$ cat config.mk
export PLATFORM = sky130hd
export DESIGN_NAME = sar_conversion_sequencer
export DESIGN_NICKNAME = d
export VERILOG_FILES = /design/src/common/sar_seq_pkg.sv /design/src/verilog/sar_conversion_sequencer.sv
export SDC_FILE = /design/constraint.sdc
export NUM_CORES = 1
export LEC_CHECK = 0
export BUFFER_PORTS_ARGS = -buffer_cell sky130_fd_sc_hd__buf_2
export CAP_MARGIN = 10
export CORE_AREA = 2 2 88 90
export CTS_BUF_LIST = sky130_fd_sc_hd__clkbuf_4
export CTS_CLUSTER_DIAMETER = 40
export DETAILED_ROUTE_END_ITERATION = 6
export DIE_AREA = 0 0 90 92
export GPL_TIMING_DRIVEN = 0
export PLACE_DENSITY_LB_ADDON = 0.15
export SYNTH_ARGS = -nofsm -noshare
export SYNTH_HDL_FRONTEND = slang
export SYNTH_SLANG_ARGS = --single-unit
$ cat constraint.sdc
create_clock -name mclk_i -period 3.5 [get_ports mclk_i]
set_input_delay 0.35 -clock mclk_i [delete_from_list [all_inputs] [get_ports mclk_i]]
set_output_delay 0.35 -clock mclk_i [all_outputs]
set_load 0.01 [all_outputs]
$ cat src/common/sar_seq_pkg.sv
// Constants and types shared by the conversion sequencer
//
// How it works
// - Acquire with arrays on inputs while idle, at any start level
// - Start rising edge ends acquisition, begins conversion
// - Open ground switches first, then ground arrays
// - Sixteen binary weighted steps, MSB first
// - After search, form code and drop busy
// - Internal step clock times conversion, no serial clock
// - Straight binary, midscale is 0x8000
// - Over-range saturates at 0xFFFF, never wraps
// - Under-range saturates at 0x0000
// - Span compression maps 0.1 to 0.9 reference
// - Sticky clamp flag, cleared only by reading
// - Clamp flag also shown in status bits
// - Span compression off until software enables it
package sar_seq_pkg;

    // Clock period of mclk_i in picoseconds
    localparam int unsigned CLK_PERIOD_PS = 8000;
    // Least time of one conversion step in picoseconds
    localparam int unsigned STEP_TIME_PS  = 48000;
    // Step length in clock cycles, rounded up, at least one
    localparam int unsigned STEP_CYCLES   =
        (STEP_TIME_PS + CLK_PERIOD_PS - 1) / CLK_PERIOD_PS;

    // Register offsets (byte addresses)
    localparam logic [7:0] CONFIG_OFFSET = 8'h00;
    localparam logic [7:0] STATUS_OFFSET = 8'h04;
    localparam logic [7:0] RESULT_OFFSET = 8'h08;

    // Field positions
    localparam int unsigned CFG_SPAN_BIT   = 0;
    localparam int unsigned STS_OV_BIT     = 0;
    localparam int unsigned STS_BUSY_BIT   = 1;
    localparam int unsigned STS_SPAN_BIT   = 2;
    localparam int unsigned STS_CLAMP_BIT  = 3;

    // Values after reset
    localparam logic        SPAN_RESET     = 1'b0;
    localparam logic [15:0] RESULT_RESET   = 16'h0000;

    // Output codes
    localparam logic [15:0] CODE_MSB       = 16'h8000;
    localparam logic [15:0] CODE_TOP       = 16'hFFFF;
    localparam logic [15:0] CODE_BOTTOM    = 16'h0000;

    // Sequencer states, one-hot
    typedef enum logic [4:0] {
        ST_ACQUIRE = 5'h01,
        ST_OPEN    = 5'h02,
        ST_HOLD    = 5'h04,
        ST_SEARCH  = 5'h08,
        ST_DONE    = 5'h10
    } seq_state_t;

endpackage : sar_seq_pkg

$ cat src/verilog/sar_conversion_sequencer.sv
// Control logic of a 16-bit successive approximation converter
`timescale 1ns/1ps
`default_nettype none

module sar_conversion_sequencer #(
    parameter int unsigned STEP_LEN = sar_seq_pkg::STEP_CYCLES
) (
    input  wire logic        mclk_i,              // System clock
    input  wire logic        rst_i,               // Async reset, high
    input  wire logic        conversion_start_i,  // Start pin, async
    input  wire logic        comparator_i,        // Comparator, async
    input  wire logic        clamp_active_i,      // Clamp on, async
    input  wire logic [7:0]  reg_addr_i,          // Register address
    input  wire logic [31:0] reg_wdata_i,         // Write data
    input  wire logic        reg_wr_i,            // Write strobe
    input  wire logic        reg_rd_i,            // Read strobe
    output logic      [31:0] reg_rdata_o,         // Read data, next cycle
    output logic             sample_switch_o,     // Arrays on inputs
    output logic             positive_ground_switch_o, // Closed when 1
    output logic             negative_ground_switch_o, // Closed when 1
    output logic      [15:0] dac_bits_o,          // Elements to reference
    output logic             span_compression_o,  // Span mode to front end
    output logic             busy_o,              // Conversion running
    output logic      [15:0] result_o,            // Last complete code
    output logic             result_valid_o,      // One-cycle new code
    output logic             overvoltage_clamp_flag_o // Sticky flag
);

    // Whole state of the block
    typedef struct packed {
        logic [2:0]              cnv_sync;   // Start pin synchroniser
        logic                    cnv_f;      // Filtered start level
        logic [2:0]              cmp_sync;   // Comparator synchroniser
        logic                    cmp_f;      // Filtered comparator
        logic [2:0]              clamp_sync; // Clamp synchroniser
        logic                    clamp_f;    // Filtered clamp level
        sar_seq_pkg::seq_state_t state;      // Sequencer state
        logic [7:0]              div_cnt;    // Step clock divider
        logic [3:0]              bit_idx;    // Bit under trial
        logic [15:0]             trial;      // Trial code on the array
        logic                    ov_sample;  // Clamp seen at sampling
        logic [15:0]             result;     // Held result
        logic                    res_valid;  // New result pulse
        logic                    ov_flag;    // Sticky clamp flag
        logic                    span;       // Span compression enable
        logic [31:0]             rdata;      // Read data register
    } regs_t;

    regs_t cur;       // Registered state
    regs_t next_cur;  // Next state

    // Filtered level: follows when stages two and three agree
    function automatic logic filt(input logic [2:0] s, input logic old);
        filt = (s[1] == s[2]) ? s[2] : old;
    endfunction : filt

    // Address decode used by read and read-clear logic
    function automatic logic hit(input logic [7:0] a,
                                 input logic [7:0] off);
        hit = (a == off);
    endfunction : hit

    logic       step_tick;   // Internal conversion clock enable
    logic       cnv_rise;    // Filtered start rising edge
    logic       status_read; // Status register read this cycle
    logic [3:0] idx_m1;      // Next lower bit index
    logic [31:0] status_word; // Status register contents

    // Shared combinational helpers
    always_comb begin
        step_tick   = (cur.div_cnt == 8'(STEP_LEN - 1));
        cnv_rise    = filt(cur.cnv_sync, cur.cnv_f) && !cur.cnv_f;
        status_read = reg_rd_i && hit(reg_addr_i, sar_seq_pkg::STATUS_OFFSET);
        idx_m1      = cur.bit_idx - 4'h1;
        status_word = 32'h0000_0000;
        status_word[sar_seq_pkg::STS_OV_BIT]    = cur.ov_flag;
        status_word[sar_seq_pkg::STS_BUSY_BIT]  =
            (cur.state != sar_seq_pkg::ST_ACQUIRE);
        status_word[sar_seq_pkg::STS_SPAN_BIT]  = cur.span;
        status_word[sar_seq_pkg::STS_CLAMP_BIT] = cur.clamp_f;
    end

    // Next-state logic for the whole block
    always_comb begin
        next_cur = cur;
        next_cur.res_valid = 1'b0;

        // Pin synchronisers; stage one feeds stage two only
        next_cur.cnv_sync   = {cur.cnv_sync[1:0], conversion_start_i};
        next_cur.cmp_sync   = {cur.cmp_sync[1:0], comparator_i};
        next_cur.clamp_sync = {cur.clamp_sync[1:0], clamp_active_i};
        next_cur.cnv_f      = filt(cur.cnv_sync, cur.cnv_f);
        next_cur.cmp_f      = filt(cur.cmp_sync, cur.cmp_f);
        next_cur.clamp_f    = filt(cur.clamp_sync, cur.clamp_f);

        // Divider free-runs; restarted at each conversion start
        if (step_tick) begin
            next_cur.div_cnt = 8'h00;
        end else begin
            next_cur.div_cnt = cur.div_cnt + 8'h01;
        end

        // Sequencer
        case (cur.state)
            sar_seq_pkg::ST_ACQUIRE: begin
                if (cnv_rise) begin
                    next_cur.state   = sar_seq_pkg::ST_OPEN;
                    next_cur.div_cnt = 8'h00;
                end
            end
            sar_seq_pkg::ST_OPEN: begin
                if (step_tick) begin
                    next_cur.state     = sar_seq_pkg::ST_HOLD;
                    next_cur.ov_sample = cur.clamp_f;
                end
            end
            sar_seq_pkg::ST_HOLD: begin
                if (step_tick) begin
                    next_cur.state   = sar_seq_pkg::ST_SEARCH;
                    next_cur.trial   = sar_seq_pkg::CODE_MSB;
                    next_cur.bit_idx = 4'hF;
                end
            end
            sar_seq_pkg::ST_SEARCH: begin
                // keep or drop the bit, then try the next
                if (step_tick) begin
                    // Low comparator means the trial overshot the sample
                    if (!cur.cmp_f) begin
                        next_cur.trial[cur.bit_idx] = 1'b0;
                    end
                    if (cur.bit_idx == 4'h0) begin
                        next_cur.state = sar_seq_pkg::ST_DONE;
                    end else begin
                        next_cur.trial[idx_m1] = 1'b1;
                        next_cur.bit_idx       = idx_m1;
                    end
                end
            end
            sar_seq_pkg::ST_DONE: begin
                next_cur.state     = sar_seq_pkg::ST_ACQUIRE;
                next_cur.res_valid = 1'b1;
                if (cur.ov_sample) begin
                    next_cur.result = sar_seq_pkg::CODE_TOP;
                end else begin
                    // straight binary; search floors at 0
                    next_cur.result = cur.trial;
                end
            end
            default: begin
                next_cur.state = sar_seq_pkg::ST_ACQUIRE;
            end
        endcase

        if (reg_wr_i && hit(reg_addr_i, sar_seq_pkg::CONFIG_OFFSET)) begin
            next_cur.span = reg_wdata_i[sar_seq_pkg::CFG_SPAN_BIT];
        end

        if (status_read) begin
            next_cur.ov_flag = 1'b0;
        end
        if (cur.clamp_f) begin
            next_cur.ov_flag = 1'b1;
        end

        // Read data for the cycle after the strobe; unmapped reads zero
        next_cur.rdata = 32'h0000_0000;
        if (reg_rd_i) begin
            if (hit(reg_addr_i, sar_seq_pkg::CONFIG_OFFSET)) begin
                next_cur.rdata[sar_seq_pkg::CFG_SPAN_BIT] = cur.span;
            end else if (status_read) begin
                next_cur.rdata = status_word;
            end else if (hit(reg_addr_i, sar_seq_pkg::RESULT_OFFSET)) begin
                next_cur.rdata = {16'h0000, cur.result};
            end
        end
    end

    // State register
    always_ff @(posedge mclk_i or posedge rst_i) begin
        if (rst_i) begin
            cur           <= '0;
            cur.state     <= sar_seq_pkg::ST_ACQUIRE;
            cur.span      <= sar_seq_pkg::SPAN_RESET;
            cur.result    <= sar_seq_pkg::RESULT_RESET;
        end else begin
            cur <= next_cur;
        end
    end

    // Outputs
    always_comb begin
        // arrays track inputs in acquisition and open phase
        sample_switch_o = (cur.state == sar_seq_pkg::ST_ACQUIRE) ||
                          (cur.state == sar_seq_pkg::ST_OPEN);
        positive_ground_switch_o = (cur.state == sar_seq_pkg::ST_ACQUIRE);
        negative_ground_switch_o = (cur.state == sar_seq_pkg::ST_ACQUIRE);
        // Array bits only carry a trial during the search
        dac_bits_o = (cur.state == sar_seq_pkg::ST_SEARCH) ?
                     cur.trial : 16'h0000;
        // front end scales range to 0.1..0.9 reference
        span_compression_o       = cur.span;
        busy_o                   = (cur.state != sar_seq_pkg::ST_ACQUIRE);
        result_o                 = cur.result;
        result_valid_o           = cur.res_valid;
        overvoltage_clamp_flag_o = cur.ov_flag;
        reg_rdata_o              = cur.rdata;
    end

    // Checks and coverage
    localparam int CONV_MAX = 1000;
endmodule : sar_conversion_sequencer

`default_nettype wire

======== Word level (Yosys, flattened, before mapping) ========
Cells that the tools add are included.
storage, ports and cells
  bits in registers ....................... 97
  input port bits ......................... 47
  output and inout port bits .............. 71
operators by class
  add/sub/neg operators ................... 2
  order comparisons ....................... 4
  eq/ne operators ......................... 18
  mux-type cells .......................... 30
  bitwise operators ....................... 3
  reduce and logical (&&, ||, !) cells .... 15
operators by type and width
  cell                   number
  $mux W16               6
  $mux W32               2
  $mux W20               3
  $pmux W20 S2           1
  $mux W31               1
  $mux W5                4
  $pmux W5 S4            1
  $and A16 B16 Y16       1
  $eq A8 B3 Y1 const B   2
  $mux W8                2
  $not A16 Y16           1
  $or A16 B16 Y16        1
  $mux W13               1
  $lt A4 B5 Y1 const B   2
  $ne A2 B2 Y1 const B   5
  $add A8 B1 Y8 const B  1
  $demux W1 S4           2
  $eq A8 B4 Y1 const B   1
  $ge A4 B1 Y1 const B   2
  $logic_not A8 Y1       1
  $mux W1                7
  $eq A5 B1 Y1 const B   1
  $eq A5 B2 Y1 const B   1
  $eq A5 B3 Y1 const B   1
  15 further kinds       22

======== Logic depth before layout (Yosys ltp) ========
Gate-level depths: netlist of run 1.
  depth in word-level cells ............... 13
  depth in mapped cells ................... 7
  mapped depth without buffers ............ 6

======== Worst setup path after synthesis of run 1 ========
No wires, ideal clock.
  path type ............................... flip-flop to output port
  from .................................... register cur[80] (netlist bit)
  to ...................................... output port positive_ground_switch_o
  arrival ................................. 1.597 ns
  required time ........................... 3.150 ns
  path slack .............................. 1.553 ns
  stages on the path, launching flop included .. 6
  cell sequence ........................... dfstp_2 -> or3b_1 -> or3_1 -> buf_6 -> inv_1 -> buf_4
on the way
  cells in the longest elaborated chain, start to end .. 1
ends and longest elaborated chain
  what                    RTL line                         source
  start, declared         sar_conversion_sequencer.sv:49   regs_t cur;
  start signal, assigned  sar_conversion_sequencer.sv:186  cur <= next_cur;
  $eq A5 B1 Y1            -
  end, declared           sar_conversion_sequencer.sv:19   output logic positive_ground_switch_o,
Every way passes these cells.

======== Worst setup path after layout of run 1 ========
  from .................................... register cur[84] (netlist bit)
  to ...................................... output port dac_bits_o[7]
on the way
  cells in the longest elaborated chain, start to end .. 2
ends and longest elaborated chain
  what           RTL line                         source
  $eq A5 B4 Y1   sar_conversion_sequencer.sv:198  dac_bits_o = (cur.state == sar_seq_pkg::ST_SEARCH) ?
  $mux W16       sar_conversion_sequencer.sv:198
  end, declared  sar_conversion_sequencer.sv:21   output logic [15:0] dac_bits_o,
Every way passes these cells.

==> results.md, run 1 <==
* HP Class: input port to flip-flop
* Placer Congestion at 0.9321
* Crit-path cells: or3_1, buf_2, nor2_4, clkbuf_1, and2_1, buf_2
* Clock slew at reported path FFs at 0.14 ns
* WL/cell at 12.93 µm
* Leakage at 2.325 nW
* Fin crit period at 2.756 ns
* Number of flops mapped to enable cells by yosys at 0
* FFs w/ async S/R, synth at 100.0%
* Nets at 544
* Core area at 7447 µm²
* Critical path buffers and inverters at 3
* 1st-iter DRT viols at 121
* Sequential Area at 2028 µm²
* CTS sink count at 81
* CTS root buf: clkbuf_4
* Status: finished, final reports clean
* Initial antenna violation count at 0
* RSZ-0062 raised after global routing: false
* Post-synth cell types at 49
* Antenna diodes at 0
* Synthesized flop and latch total at 81
* Grt total ovfl at 0
* Power Total at 1.751 mW
* Htree depth at 3
* Starting Density at 52.12%
* Drt via density at 5.030
* Clock Path Buffers at 2
* Detailed Place HPWL at 5752 µm
* Mapped Avg Cell Area at 9.851 µm²
* Synth Flop Type: dfrtp_1
* Fmax at 362.9 MHz
* DR DRC count at 0
* Final setup viols at 0
* DP Area at 4446 µm²
* Area delta synth->final at 18.70%
* Final Core Density at 61.86%
* I/O Buffers at 70
* Skew-Pair Late Insertion Delay at 0.45 ns
* Mapped Area at 3881 µm²
* WP data required at 3.15 ns
* Die Wd at 90 µm
* Area of the multi-input gates at 1433 µm²
* Crit end category: output pin
* Setup TNS Final at 0 ns
* Setup Buffers After CTS at 0
* Count leader, synth: dfrtp_1
* Slowest stage delay, CP at 0.45 ns
* Most area-hungry cell type in the Yosys netlist: dfrtp_1
* Most used cell, CP: buf_2
* YS warnings at 0
* 1st-pass router iterations at 5
* Critical Path Stages at 6
* Post-Synthesis Cells at 394
* Clock Skews at 0.01976 ns
* Crit path kind: flip-flop to output pin
* Maximum VDD drop at 278.9 µV
* # IOs at 118
* Fraction of layout cells with a size suffix above 1 at 29.60%
* Post-synth top cells: 80 x dfrtp_1, 49 x buf_4, 48 x o21ai_0
* Area share of the leading cell type in the synthesized netlist at 51.58%
* TritonCTS clock tree: yes
* CP max FO at 10
* Die extent in y at 92 µm
* Critical path startpoint category: flip-flop
* Final-layout fill cell count at 674
* Worst r2r path cells at 6
* All-Layer GR Usage at 19.87%
* Critical-path top delay cell: dfrtp_1
* Final period util at 78.74%
* Final Hold Fails at 0
* Most area-consuming cells after synthesis: dfrtp_1 52%, buf_4 9.5%, o21ai_0 6.2%
* Drt total wl at 7782 µm
* Global-route wire length before repair at 13080 µm
* Vias at 3028
* Seq/Total Area, Yosys at 52.26%
* Final Cell Area at 4607 µm²
* Critical Path AT at 2.41 ns
* Rows at 32
* Delay-heaviest family, CP: simple AND/OR/NAND/NOR gates
* Largest net degree at the start of global routing at 58
* Relative slew margins at 59.00%
* Die Area at 8280 µm²
* Pin slew with the least headroom to its limit at 0.6137 ns
* Slew Viols, Final at 0
* Max_cap viols at 0
* Antenna Nets Post-Route at 0
* Hold path depth at 2
* TritonCTS buffer count at 9
* PwrDens at 380.1 nW/µm²
* Vias in the first global route at 2862
cell families (layout without fill, tap and decap cells):
family / Yosys count / in the layout / share of synthesized area, %
AOI/OAI and AO/OA: 85 / 85 / 13.25
adders and majority gates: 5 / 5 / 1.418
buffers and inverters: 75 / 166 / 12.28
other: 1 / 16 / 0.09662
and+or+nand+nor: 138 / 138 / 18.54
DFF: 81 / 81 / 52.26
muxes: 2 / 2 / 0.5802
xor gates and xnor gates: 7 / 7 / 1.580
worst register-to-register path, cell delays in order (launching register included):
cell       delay, ns
dfrtp_1         0.45
or3_1           0.43
buf_2           0.21
nor2_4          0.20
clkbuf_1        0.34
nand2_1         0.10
o2bb2ai_1       0.15
what timing repair did:
action,CTS,global route
hold buffers,4,0
hold endpoints to repair,26,0
resized for setup,0,0
sequential cells by signal (all words and copies together), names as in the netlist:
signal	flops
cur	46
result_o	16
result_valid_o	1
reg_rdata_o	16
overvoltage_clamp_flag_o	1
span_compression_o	1
report_power, final:
group          internal [mW]  leakage, nW  switching [mW]  total [mW]
clock network          0.150       0.0606           0.346       0.496
logic                 0.0964         1.18           0.138       0.235
registers              0.976         1.09          0.0440        1.02
routing by layer:
metal,share of wire [%],GRT usage [%],vias up
met5,0,0,-
met4,2.6,10.38,0
met3,5.5,4.026,20
met2,50,33.46,100
met1,42,24.30,1418
li1,-,-,1490
layout make-up:
cell class | count | area share [%]
Buffer | 70 | 9.940
Sequential cell | 81 | 44.03
Multi-Input combinational cell | 253 | 31.10
Tap cell | 102 | 2.770
Timing Repair Buffer | 75 | 9.071
Clock buffer | 9 | 1.467
Inverter | 5 | 0.4617
Clock inverter | 7 | 1.168
through the flow:
stage	hold WS [ns]	worst slack, ns	cells
floorplan	0.3312	1.072	409
global placement	0.3346	0.2424	581
detailed placement	0.3379	1.234	582
CTS	0.1137	0.7440	602
global route	0.1159	0.6015	602
finish	0.1165	0.7442	602
cell usage in the layout (no fill, tap or decap), types with 3 or more instances in the layout:
master         Yosys  layout
dfrtp_1           80      80
a21oi_1            6       6
o21ai_0           48      48
inv_1              5       4
nand3_1           12      12
buf_2              3      73
nor4_1             3       3
xor2_1             6       6
conb_1             1      16
maj3_1             3       3
a211oi_1          11      11
a311oi_1           3       3
and2_1            29      29
nand2_1           24      24
nor2b_1            6       6
nor3_1             4       4
clkbuf_4           0       9
nor2_1            37      37
buf_4             49      49
a22oi_1            3       3
dlygate4sd3_1      0       4
nand2b_1           5       5
nand4_1            4       4
clkbuf_1          16      16
worst paths after layout:
check	from	endpoint	slack, ns
max in group asynchronous	rst_i	result_o[2]	2.51
min	reg_wdata_i[0]	span_compression_o	0.12
max reg2reg	cur[84]	cur[68]	1.54
min in group asynchronous	rst_i	cur[52]	0.41
max	cur[84]	dac_bits_o[7]	0.74
min reg2reg	cur[90]	cur[91]	0.37
No activity file was read; power rests on OpenSTA's default activity.
==> inputs of run 2 (changes only) <==
Settings changed: CORE_AREA 2 2 88 90 to 2 2 93 95, DIE_AREA 0 0 90 92 to 0 0 95 97.
Clock period 3.5 ns to 2.3 ns, I/O delays scaled along.
==> results.md, run 2 (same netlist as run 1, synthesis figures left out) <==
* Grt total ovfl at 0 (unchanged)
* Final Hold Fails at 0 (unchanged)
* I/O Buffers at 70 (unchanged)
* Placer Congestion at 0.8260 (-11%)
* Flop2flop setup slack at 0.16 ns (-1.38 ns)
* PwrDens at 602.1 nW/µm² (+58%)
* # IOs at 118 (unchanged)
* CTS sink count at 81 (unchanged)
* Pin slew with the least headroom to its limit at 0.6808 ns (+0.06715 ns)
* Int Power at 2.114 mW (+73%)
* Met1 Use GR at 23.38% (-0.92 points)
* HP Class: input port to flip-flop
* Die Wd at 95 µm (+5.6%)
* Status: finished, final reports clean
* Worst r2r path cells at 7 (+1)
* Area delta synth->final at 23.37%
* Vias at 3034 (+0.20%)
* RSZ-0062 raised after global routing: true
* Final-layout fill cell count at 738 (+9.5%)
* Max_cap viols at 0 (unchanged)
* Relative slew margins at 54.52% (-4.5 points)
* Global-route wire length before repair at 12780 µm (-2.3%)
* Sw frac at 26.69% (-3.5 points)
* Maximum VDD drop at 450.1 µV (+61%)
* Fmax at 436.0 MHz
* Clk network pwr share at 32.8% (+4.5 points)
* Met3 Use GR at 4.050% (+0.024 points)
* Vias in the first global route at 2680 (-6.4%)
* Starting Density at 47.72% (-4.4 points)
* Hold_sp: reg_rd_i
* Detailed Place HPWL at 5851 µm (+1.7%)
* Area of the multi-input gates at 1433 µm² (unchanged)
* R2r startpoint: cur[80]
* Clock Path Buffers at 2 (unchanged)
* Nets at 556 (+2.2%)
* Slew Viols, Final at 0 (unchanged)
* Most used routing layer: met2
* Sequential power share at 53.8% (-4.5 points)
* Biggest register: cur
* CP max FO at 6 (-4)
* Comb pwr share at 13.5% (about the same)
* Antenna Nets Post-Route at 0 (unchanged)
* Drt via density at 4.917 (-2.2%)
* Hold path depth at 3 (+1)
* TritonCTS buffer count at 9 (unchanged)
* All-Layer GR Usage at 17.68% (-2.2 points)
* TritonCTS clock tree: yes
* CTS root buf: clkbuf_4
* Skew-Pair Late Insertion Delay at 0.43 ns (-0.02 ns)
* Final period util at 99.72%
* Crit path kind: flip-flop to output pin
* Antenna diodes at 0 (unchanged)
* Critical R2R Capture: cur[79]
* Drt total wl at 7876 µm (+1.2%)
* Clock slew at reported path FFs at 0.13 ns (about the same)
* Clock Skews at 0.01228 ns (-0.007482 ns)
* Max reg flops at 46 (unchanged)
* Final Core Density at 58.87% (-3.0 points)
* Htree depth at 3 (unchanged)
* Sequential Area at 2028 µm² (unchanged)
* Critical Path AT at 2.06 ns (-0.35 ns)
* Fraction of layout cells with a size suffix above 1 at 31.84% (+2.2 points)
* 1st-pass router iterations at 4 (-1)
* Largest net degree at the start of global routing at 30 (-48%)
* Final setup viols at 0 (unchanged)
* Critical path startpoint category: flip-flop
* Most frequent cells in the layout: 80 x dfrtp_1, 71 x buf_2, 58 x buf_4
* WL/cell at 12.76 µm (-1.3%)
* WHS Endpoint: overvoltage_clamp_flag_o
* Power Total at 2.883 mW (+65%)
* Met2 usage at 27.61% (-5.9 points)
* Fin crit period at 2.294 ns
* Leakage at 2.432 nW (+4.6%)
* Initial antenna violation count at 0 (unchanged)
* Rows at 33 (+3.1%)
* Most common cell after layout, fill and taps aside: dfrtp_1
* DR DRC count at 0 (unchanged)
* Die Area at 9215 µm² (+11%)
* 1st-iter DRT viols at 170 (+40%)
* Switch Pwr at 0.7695 mW (+46%)
* Crit end category: output pin
* Core area at 8134 µm² (+9.2%)
* WP data required at 2.07 ns (-1.08 ns)
* Die extent in y at 97 µm (+5.4%)
run 2: worst max path at each step:
stage / cells past startpoint / to / slack [ns] / start
after floorplan: 5 / positive_ground_switch_o / 0.47 / cur[80]
after global placement: 6 / dac_bits_o[3] / 0.18 / cur[84]
after detailed placement: 6 / dac_bits_o[3] / 0.16 / cur[84]
after CTS: 6 / positive_ground_switch_o / -0.02 / cur[80]
after global routing: 6 / positive_ground_switch_o / -0.08 / cur[80]
final: 6 / positive_ground_switch_o / 0.006 / cur[80]
run 2: timing repair:
action | in CTS | in global routing
pin swaps | 1 | 1
hold endpoints to repair | 30 | 1
buffers inserted | 8 | 2
endpoints found under the setup margin | 19 | 19
gates resized for setup | 8 | 6
hold buffers | 4 | 1
cloned | 0 | 0
run 2: cell type report:
class                   count  share of cell area [%]
plain buffers              70                   10.09
clock buffers              10                   1.568
clock inverters             6                   1.908
inverters                   5                  0.5226
multi-input cells         253                   29.92
flip-flops and latches     81                   42.36
well taps                 105                   2.744
repair buffers             87                   10.90
run 2: routing by layer:
layer  part of all wire, %  vias to the layer above
met3                   5.4                       20
met2                    47                       92
met5                     0                        -
met4                   2.2                        0
met1                    45                     1406
li1                      -                     1516
run 2: worst max-delay path, cell delays in order (launching register included):
cell     delay [ns]
dfstp_2        0.60
or3b_1         0.36
or3_1          0.33
buf_6          0.14
inv_4          0.04
buf_6          0.08
buf_6          0.08
run 2: metrics by stage:
stage / setup WS (ns) / area (µm²) / TNS [ns] / hold slack, ns / cells
after global routing: -0.07507 / 4788 / -0.2150 / 0.1047 / 617
after global placement: 0.1799 / 4423 / 0 / 0.3347 / 584
after CTS: -0.02493 / 4750 / -0.02493 / 0.01021 / 614
after floorplan: 0.4732 / 3941 / 0 / 0.2614 / 409
after detailed placement: 0.1634 / 4463 / 0 / 0.3364 / 586
final: 0.006459 / 4788 / 0 / 0.1258 / 617
run 2: power groups by stage:
| stage | registers [mW] | logic (mW) | clock network [mW] |
|---|---|---|---|
| floorplan | 1.56 | 0.268 | 0 |
| global placement | 1.58 | 0.344 | 0 |
| detailed placement | 1.58 | 0.356 | 0 |
| CTS | 1.55 | 0.384 | 0.978 |
| global route | 1.56 | 0.445 | 1.04 |
| finish | 1.55 | 0.388 | 0.945 |
